<file path="config.mk">
export PLATFORM = sky130hd
export DESIGN_NAME = crf_register_file
export DESIGN_NICKNAME = d
export VERILOG_FILES = /design/src/common/crf_pkg.sv /design/src/design/crf_gp_mem.sv /design/src/design/crf_register_file.sv
export VERILOG_INCLUDE_DIRS = /design/src /design/src/common
export SDC_FILE = /design/constraint.sdc
export NUM_CORES = 2
export LEC_CHECK = 0
export BUFFER_PORTS_ARGS = -buffer_cell sky130_fd_sc_hd__buf_2
export CAP_MARGIN = 15
export CELL_PAD_IN_SITES_DETAIL_PLACEMENT = 0
export CELL_PAD_IN_SITES_GLOBAL_PLACEMENT = 1
export CORE_ASPECT_RATIO = 1.1
export CORE_MARGIN = 10
export CORE_UTILIZATION = 40
export DETAILED_ROUTE_END_ITERATION = 10
export PLACE_DENSITY = 0.73
export SETUP_SLACK_MARGIN = 0.3
export SLEW_MARGIN = 30
export SYNTH_ARGS = -nofsm -noshare
export SYNTH_HDL_FRONTEND = slang
export SYNTH_SLANG_ARGS = --single-unit
</file>
<file path="constraint.sdc">
create_clock -name clock -period 10.9 [get_ports clock]
set_input_delay 2.18 -clock clock [delete_from_list [all_inputs] [get_ports clock]]
set_output_delay 2.18 -clock clock [all_outputs]
set_load 0.05 [all_outputs]
</file>
<file path="src/common/crf_params.svh">
/*
 * Address map and value constants of the core register file.
 * Assumes inclusion by the package and by the register file module.
 */
`ifndef CRF_PARAMS_SVH
`define CRF_PARAMS_SVH

`define CRF_GRP_LOW     4'h0
`define CRF_GRP_CTRL    4'hf
`define CRF_PORT_MASK   16'h0074
`define CRF_LOW_GP_MASK 16'hff00
`define CRF_CTRL_MASK   16'hff8e
`define CRF_CTRL_GP_IDX 4'h0
`define CRF_RP_IDX      4'hd
`define CRF_BANK_STD    4'h0
`define CRF_BANK_D      4'hd
`define CRF_BANK_F      4'hf
`define CRF_ERFD_MASK   16'h0fff
`define CRF_ERFF_MASK   16'h01ff
`define CRF_RSVD_VAL    8'hff
`define CRF_PORT_A      4'h2
`define CRF_PORT_B      4'h4
`define CRF_PORT_C      4'h5
`define CRF_PORT_D      4'h6
`define CRF_PAIR_ONE    16'h0001

`endif

</file>
<file path="src/common/crf_pkg.sv">
/*
 * Types of the core register file: operations, location kinds, states.
 * Assumes crf_params.svh sits on the include path.
 */
package crf_pkg;
    `include "crf_params.svh"

    typedef enum logic [5:0] {
        OP_RD8   = 6'h01,
        OP_WR8   = 6'h02,
        OP_RD16  = 6'h04,
        OP_WR16  = 6'h08,
        OP_INC16 = 6'h10,
        OP_DEC16 = 6'h20
    } crf_op_t;

    typedef enum logic [4:0] {
        K_GP   = 5'h01,
        K_PORT = 5'h02,
        K_CTRL = 5'h04,
        K_ERFD = 5'h08,
        K_ERFF = 5'h10
    } crf_kind_t;

    typedef enum logic [1:0] {
        ST_IDLE  = 2'h1,
        ST_FETCH = 2'h2
    } crf_state_t;

    typedef logic [7:0] crf_byte_t;
endpackage

</file>
<file path="src/design/crf_gp_mem.sv">
/*
 * One bank of general-purpose storage bytes, registered read data.
 * Assumes one write and one read per cycle, no same-address collision.
 */
`timescale 1ns/1ps
module crf_gp_mem #(
    parameter int WIDTH = 8,
    parameter int DEPTH = 128,
    parameter int AW    = 7
) (
    input  wire logic             clock,
    input  wire logic             reset,
    input  wire logic             we,
    input  wire logic [AW-1:0]    waddr,
    input  wire logic [WIDTH-1:0] wdata,
    input  wire logic [AW-1:0]    raddr,
    output logic      [WIDTH-1:0] rdata_q
);
    logic [WIDTH-1:0] mem [DEPTH];

    always_ff @(posedge clock)
    begin
        if (we)
        begin
            mem[waddr] <= wdata;
        end
    end

    always_ff @(posedge clock)
    begin
        if (reset)
        begin
            rdata_q <= '0;
        end
        else
        begin
            rdata_q <= mem[raddr];
        end
    end
endmodule // crf_gp_mem

</file>
<file path="src/design/crf_register_file.sv">
/*
 * Core register file: 256-byte standard space, ports, control registers,
 * expanded banks D and F group 0, byte/pair access and pair inc/dec.
 * Assumes the core holds req until accepted only while busy_q is low.
 */
// Operation
// - 256 byte locations, 8-bit address, readable and writable; here the seven reserved ones read ff and ignore writes
// - four port registers at locations 2, 4, 5 and 6
// - twelve control registers, 233 storage bytes, seven reserved locations
// - twenty-one more control registers live in expanded banks
// - pair access: even location is high byte, odd is low
// - every active register reached through the ordinary byte path
// - any storage byte supplies data or address operands
// - pair increment and decrement with carry between bytes
// - port access only by register reads and writes
// - control registers sit in the top group of sixteen
// - lowest group: ports below, storage in upper eight
// - only group 0 of expanded banks D and F exists
// - 4-bit working register number selects within current group
`timescale 1ns/1ps
`include "crf_params.svh"
module crf_register_file (
    input  wire logic            clock,
    input  wire logic            reset,
    input  wire logic            req,
    input  wire crf_pkg::crf_op_t op,
    input  wire logic            work_mode,
    input  wire logic [7:0]      addr,
    input  wire logic [15:0]     wdata,
    input  wire logic [3:0][7:0] port_pin,
    output logic      [15:0]     rd_data_q,
    output logic                 done_q,
    output logic                 busy_q,
    output logic      [3:0][7:0] port_out_q,
    output logic     [15:0][7:0] ctrl_q,
    output logic     [15:0][7:0] erf_d_q,
    output logic     [15:0][7:0] erf_f_q
);
    import crf_pkg::*;

    localparam logic [15:0] PORT_MASK   = `CRF_PORT_MASK;
    localparam logic [15:0] LOW_GP_MASK = `CRF_LOW_GP_MASK;
    localparam logic [15:0] CTRL_MASK   = `CRF_CTRL_MASK;
    localparam logic [15:0] ERFD_MASK   = `CRF_ERFD_MASK;
    localparam logic [15:0] ERFF_MASK   = `CRF_ERFF_MASK;

    crf_state_t      state_q;
    crf_op_t         lat_op_q;
    logic [7:0]      lat_addr_q;
    logic [3:0][7:0] pin_s1_q;
    logic [3:0][7:0] pin_s2_q;
    logic [3:0][7:0] pin_s3_q;
    logic [3:0][7:0] port_in_q;
    logic [7:0]      rp;
    logic [7:0]      eff;
    logic [7:0]      cur;
    logic [7:0]      pa;
    logic            take;
    logic            kind_ok_e;
    logic            kind_ok_o;
    crf_kind_t       kind_e;
    crf_kind_t       kind_o;
    logic            wr_e;
    logic            wr_o;
    crf_byte_t       wd_e;
    crf_byte_t       wd_o;
    crf_byte_t       mem_e;
    crf_byte_t       mem_o;
    crf_byte_t       by_e;
    crf_byte_t       by_o;
    logic [15:0]     pair_val;
    logic [15:0]     new_val;

    // decode of one location; valid low means reserved or absent
    function automatic logic loc_kind(input logic [7:0] a, input logic [3:0] bank, output crf_kind_t k);
        logic [3:0] g;
        logic [3:0] i;
        g = a[7:4];
        i = a[3:0];
        k = K_GP;
        if (bank != `CRF_BANK_STD && g == `CRF_GRP_LOW)
        begin
            k = (bank == `CRF_BANK_D) ? K_ERFD : K_ERFF;
            return (bank == `CRF_BANK_D && ERFD_MASK[i]) || (bank == `CRF_BANK_F && ERFF_MASK[i]);
        end
        if (g == `CRF_GRP_LOW)
        begin
            k = PORT_MASK[i] ? K_PORT : K_GP;
            return PORT_MASK[i] || LOW_GP_MASK[i];
        end
        if (g == `CRF_GRP_CTRL)
        begin
            k = CTRL_MASK[i] ? K_CTRL : K_GP;
            return CTRL_MASK[i] || i == `CRF_CTRL_GP_IDX;
        end
        return 1'b1;
    endfunction

    function automatic logic [1:0] port_idx(input logic [3:0] i);
        unique case (i)
            `CRF_PORT_A: return 2'h0;
            `CRF_PORT_B: return 2'h1;
            `CRF_PORT_C: return 2'h2;
            default:     return 2'h3;
        endcase
    endfunction

    function automatic crf_byte_t rd_byte(input logic ok, input crf_kind_t k, input logic [3:0] i,
                                          input crf_byte_t m);
        if (!ok)
        begin
            return `CRF_RSVD_VAL;
        end
        unique case (k)
            K_PORT:  return port_in_q[port_idx(i)];
            K_CTRL:  return ctrl_q[i];
            K_ERFD:  return erf_d_q[i];
            K_ERFF:  return erf_f_q[i];
            default: return m;
        endcase
    endfunction

    assign rp       = ctrl_q[`CRF_RP_IDX];
    assign eff      = work_mode ? {rp[7:4], addr[3:0]} : addr;
    assign take     = req && state_q == ST_IDLE;
    assign cur      = (state_q == ST_FETCH) ? lat_addr_q : eff;
    assign pa       = {cur[7:1], 1'b0};
    // decode kept procedural: the decode function hands the kind back through an output argument
    always_comb
    begin
        kind_e    = K_GP;
        kind_o    = K_GP;
        kind_ok_e = loc_kind(pa, rp[3:0], kind_e);
        kind_ok_o = loc_kind({cur[7:1], 1'b1}, rp[3:0], kind_o);
    end
    assign by_e     = rd_byte(kind_ok_e, kind_e, pa[3:0], mem_e);
    assign by_o     = rd_byte(kind_ok_o, kind_o, {pa[3:1], 1'b1}, mem_o);
    assign pair_val = {by_e, by_o};
    assign new_val  = (lat_op_q == OP_DEC16) ? pair_val - `CRF_PAIR_ONE
                                             : pair_val + `CRF_PAIR_ONE;

    always_comb
    begin
        wr_e = 1'b0;
        wr_o = 1'b0;
        wd_e = wdata[7:0];
        wd_o = wdata[7:0];
        if (take && op == OP_WR8)
        begin
            wr_e = ~eff[0];
            wr_o = eff[0];
        end
        else if (take && op == OP_WR16)
        begin
            wr_e = 1'b1;
            wr_o = 1'b1;
            wd_e = wdata[15:8];
        end
        else if (state_q == ST_FETCH && (lat_op_q == OP_INC16 || lat_op_q == OP_DEC16))
        begin
            wr_e = 1'b1;
            wr_o = 1'b1;
            wd_e = new_val[15:8];
            wd_o = new_val[7:0];
        end
    end

    crf_gp_mem #(.WIDTH(8), .DEPTH(128), .AW(7)) u_even (
        .clock   (clock),
        .reset   (reset),
        .we      (wr_e && kind_ok_e && kind_e == K_GP),
        .waddr   (pa[7:1]),
        .wdata   (wd_e),
        .raddr   (eff[7:1]),
        .rdata_q (mem_e)
    );

    crf_gp_mem #(.WIDTH(8), .DEPTH(128), .AW(7)) u_odd (
        .clock   (clock),
        .reset   (reset),
        .we      (wr_o && kind_ok_o && kind_o == K_GP),
        .waddr   (pa[7:1]),
        .wdata   (wd_o),
        .raddr   (eff[7:1]),
        .rdata_q (mem_o)
    );

    // sequencing: reads and pair updates spend one fetch cycle
    always_ff @(posedge clock)
    begin
        if (reset)
        begin
            state_q    <= ST_IDLE;
            lat_op_q   <= OP_RD8;
            lat_addr_q <= '0;
            busy_q     <= 1'b0;
            done_q     <= 1'b0;
        end
        else
        begin
            done_q <= 1'b0;
            unique case (state_q)
                ST_IDLE:
                begin
                    if (take)
                    begin
                        lat_op_q   <= op;
                        lat_addr_q <= eff;
                        if (op == OP_WR8 || op == OP_WR16)
                        begin
                            done_q <= 1'b1;
                        end
                        else
                        begin
                            state_q <= ST_FETCH;
                            busy_q  <= 1'b1;
                        end
                    end
                end
                ST_FETCH:
                begin
                    state_q <= ST_IDLE;
                    busy_q  <= 1'b0;
                    done_q  <= 1'b1;
                end
                default:
                begin
                    state_q <= ST_IDLE;
                    busy_q  <= 1'b0;
                end
            endcase
        end
    end

    always_ff @(posedge clock)
    begin
        if (reset)
        begin
            rd_data_q <= '0;
        end
        else if (state_q == ST_FETCH)
        begin
            if (lat_op_q == OP_RD8)
            begin
                rd_data_q <= {8'h00, lat_addr_q[0] ? by_o : by_e};
            end
            else if (lat_op_q == OP_RD16)
            begin
                rd_data_q <= pair_val;
            end
            else
            begin
                rd_data_q <= new_val;
            end
        end
    end

    // pin inputs: three flops, accepted where the last two agree
    always_ff @(posedge clock)
    begin
        if (reset)
        begin
            pin_s1_q  <= '0;
            pin_s2_q  <= '0;
            pin_s3_q  <= '0;
            port_in_q <= '0;
        end
        else
        begin
            pin_s1_q  <= port_pin;
            pin_s2_q  <= pin_s1_q;
            pin_s3_q  <= pin_s2_q;
            port_in_q <= (pin_s2_q & ~(pin_s2_q ^ pin_s3_q)) | (port_in_q & (pin_s2_q ^ pin_s3_q));
        end
    end

    always_ff @(posedge clock)
    begin
        if (reset)
        begin
            port_out_q <= '0;
        end
        else
        begin
            if (wr_e && kind_ok_e && kind_e == K_PORT)
            begin
                port_out_q[port_idx(pa[3:0])] <= wd_e;
            end
            if (wr_o && kind_ok_o && kind_o == K_PORT)
            begin
                port_out_q[port_idx({pa[3:1], 1'b1})] <= wd_o;
            end
        end
    end

    always_ff @(posedge clock)
    begin
        if (reset)
        begin
            ctrl_q  <= '0;
            erf_d_q <= '0;
            erf_f_q <= '0;
        end
        else
        begin
            if (wr_e && kind_ok_e)
            begin
                if (kind_e == K_CTRL) ctrl_q[pa[3:0]] <= wd_e;
                if (kind_e == K_ERFD) erf_d_q[pa[3:0]] <= wd_e;
                if (kind_e == K_ERFF) erf_f_q[pa[3:0]] <= wd_e;
            end
            if (wr_o && kind_ok_o)
            begin
                if (kind_o == K_CTRL) ctrl_q[{pa[3:1], 1'b1}] <= wd_o;
                if (kind_o == K_ERFD) erf_d_q[{pa[3:1], 1'b1}] <= wd_o;
                if (kind_o == K_ERFF) erf_f_q[{pa[3:1], 1'b1}] <= wd_o;
            end
        end
    end
endmodule // crf_register_file

</file>
==> flow_summary.yaml <==
clock_tree:
  cts.sinks: 2641
  cts_max_level: 5
  cts_buffer_depth: 4
  hold_buffers: 0
  clk_pin_slew_worst_paths_ps: 60
  cts_tree: "yes"
  root_buffer: "clkbuf_16"
  cts_resized: 0
  post-cts-setup-buffers: 0
  cts_buffers: 277
  clk_latency_ps: 930
run_status:
  status: "completed"
sta:
  setup_viol: 0
  worstMarginPinSlew_ps: 1180
  tns_ps: 0
  rsz0062_at_grt: "no"
  min_period_ps: 9160
  maxSlewHeadroom_pct: 21.0
  fmax_ghz: 0.109
  slew_violations: 0
  timing.final.crit_share_pct: 84.1
  finalHoldViolations: 0
  finClkSkew_ps: 51.2
cells_and_area:
  fillCellCount: 22037
  layout_common_cells: "edfxtp_1, nand2_1, mux4_2, dfxtp_1, nor2_1"
  drive_above_1_share_pct: 24.5
  areaGrowthSynthToFinish_pct: 15.5
  fin_nets: 7100
  mostFrequentLayoutCell: "edfxtp_1"
  utilization_pct: 46.3
grt:
  grt_pass1_vias: 60019
  grt_pass1_wl_um: 442000
  grt_use_total_pct: 21.3
  grt_overflow_total: 0
  grt_max_degree: 237
  antenna_found_initial: 11
yosys:
  synth_edf_count: 2048
  ys_seq_area_share_pct: 70.7
  ys_types: 90
  synth_warnings: 0
  avgSynthCellArea_um2: 16.4
  synthFlopType: "edfxtp_1"
  syn_area_mm2: 0.104
  ys_seq_elements: 2641
  synth_cells: 6343
  synthArstFlopShare_pct: 0
worst_setup_path:
  end_kind: "flip-flop"
  reg2reg_to: "u_even.mem[83][6]"
  crit_type: "input pin to flip-flop"
  cp-start-kind: "input pin"
  crit_arrival_ps: 9790
  path_max_fanout: 81
  r2r_cells: 21
  r2r_slack_ps: 2650
  required_ps: 11530
  rr_startpoint: "busy_q"
place:
  place.gp.congestion: 0.966
  hpwlAfterDp_um: 207000
  io_buffers: 499
drt:
  vias_per_cell: 5.68
  drt-pass1-iter-count: 5
  dr.first_iter.drc_count: 6763
  drc: 0
  drtAntennaViolNets: 0
  wl_um: 309000
  wl_per_cell_um: 28.9
  route.vias.total: 60645
hold_path:
  hold_start: "pin_s3_q[22]"
  min_path_type: "flip-flop to flip-flop"
  whs_path_depth: 2
power_and_ir_drop:
  total_power_mw: 21.3
  power.density_mw_per_mm2: 178
  ir_drop_mv: 0.187
  p_leak_nw: 40.1
flow_run:
  maxCapViolCount: 0
floorplanning:
  initial_core_util_pct: 40.1
  design.core.area_mm2: 0.259
  rows: 196
  ios: 500
  die_x_um: 506
  die_h_um: 554
  design.die.area_mm2: 0.280
cells in the mapped netlist (71+ instances only):
master	instances	area, µm²
o21ai_0	97	485
buf_1	71	267
dfxtp_1	593	11900
nand2_1	658	2470
a21oi_1	185	926
nand3_1	141	706
a311oi_1	88	771
nor2_1	576	2160
clkbuf_1	315	1180
nor2b_1	223	1400
edfxtp_1	2048	61500
mux4_2	645	14500
sequential cells by signal, summed over array words and instances (netlist names), 6 cells and up, named ones only:
| register | flops |
|---|---|
| u_even.rdata_q | 8 |
| u_odd.mem | 1024 |
| port_out_q | 32 |
| erf_d_q | 128 |
| rp | 8 |
| ctrl_q | 120 |
| pin_s2_q | 32 |
| u_even.mem | 1024 |
| lat_addr_q | 8 |
| u_odd.rdata_q | 8 |
| erf_f_q | 128 |
| rd_data_q | 16 |
| lat_op_q | 6 |
| pin_s1_q | 32 |
| pin_s3_q | 32 |
logic make-up (layout without fill, tap and decap cells):
logic type / after synthesis / after routing / synth area share [%]
muxes: 725 / 725 / 14.9
adders and majority gates: 17 / 17 / 0.212
other: 1 / 191 / 0.00361
DFF: 2641 / 2641 / 70.7
and+or+nand+nor: 1815 / 1815 / 7.90
xor gates and xnor gates: 10 / 10 / 0.0844
AOI/OAI and AO/OA: 688 / 688 / 4.53
buffers and inverters: 446 / 1132 / 1.69
power by group:
group | internal [mW] | switching (mW) | total (mW)
combinational | 0.428 | 0.840 | 1.27
sequential | 10.9 | 0.0384 | 11.0
clock | 5.28 | 3.79 | 9.08
worst max-delay path, cell delays in order:
cell	delay, ps
buf_2	350
mux2_2	640
mux2_2	410
nor4_2	800
nand3_1	810
o21ai_0	530
nor2_1	80
nand3_1	180
ha_1	310
nor2b_1	150
o21ai_0	220
a21boi_0	170
o21a_1	210
o21a_1	240
o21ai_1	450
nand3_1	220
a21oi_1	210
o21ai_2	80
buf_4	220
nand2_4	660
buf_4	550
per-layer routing:
layer / up-vias / part of all wire, % / wire, µm / GRT usage [%]
met3: 643 / 8.5 / 26200 / 4.89
met4: 6 / 5.2 / 15900 / 9.74
met5: - / 0.016 / 48 / 0
li1: 25856 / - / - / -
met2: 2946 / 48 / 149000 / 35.1
met1: 31194 / 38 / 117000 / 27.0
worst max path at each step:
stage,from,to,depth (start not counted)
finish,work_mode,u_even.mem[83][6],21
detailed placement,work_mode,u_even.mem[58][6],21
floorplan,op[5],u_odd.mem[0][5],5
global placement,work_mode,u_even.mem[56][6],21
global route,work_mode,u_even.mem[81][6],21
CTS,work_mode,u_even.mem[92][6],21
final cells by class:
class / instances / area [µm²] / area share [%]
Tap cell: 3465 / 4340 / 3.62
Inverter: 29 / 136 / 0.114
Antenna cell: 7 / 17.5 / 0.0146
Clock inverter: 124 / 1110 / 0.923
Sequential cell: 2641 / 73400 / 61.2
Clock buffer: 350 / 7490 / 6.25
Multi-Input combinational cell: 3439 / 29600 / 24.7
Timing Repair Buffer: 629 / 3750 / 3.13
through the flow:
| step | hold slack [ps] | instance area (µm²) | setup slack [ps] | cells |
|---|---|---|---|---|
| 4_1_cts | 436 | 120000 | 1890 | 10672 |
| 2_1_floorplan | 414 | 104000 | 1340 | 6526 |
| 5_1_grt | 462 | 120000 | 1460 | 10679 |
| 3_3_place_gp | 424 | 111000 | 1080 | 10195 |
| 6_report | 444 | 120000 | 1740 | 10684 |
| 3_5_place_dp | 433 | 111000 | 945 | 10198 |
Power figures use the tool's default switching activity.
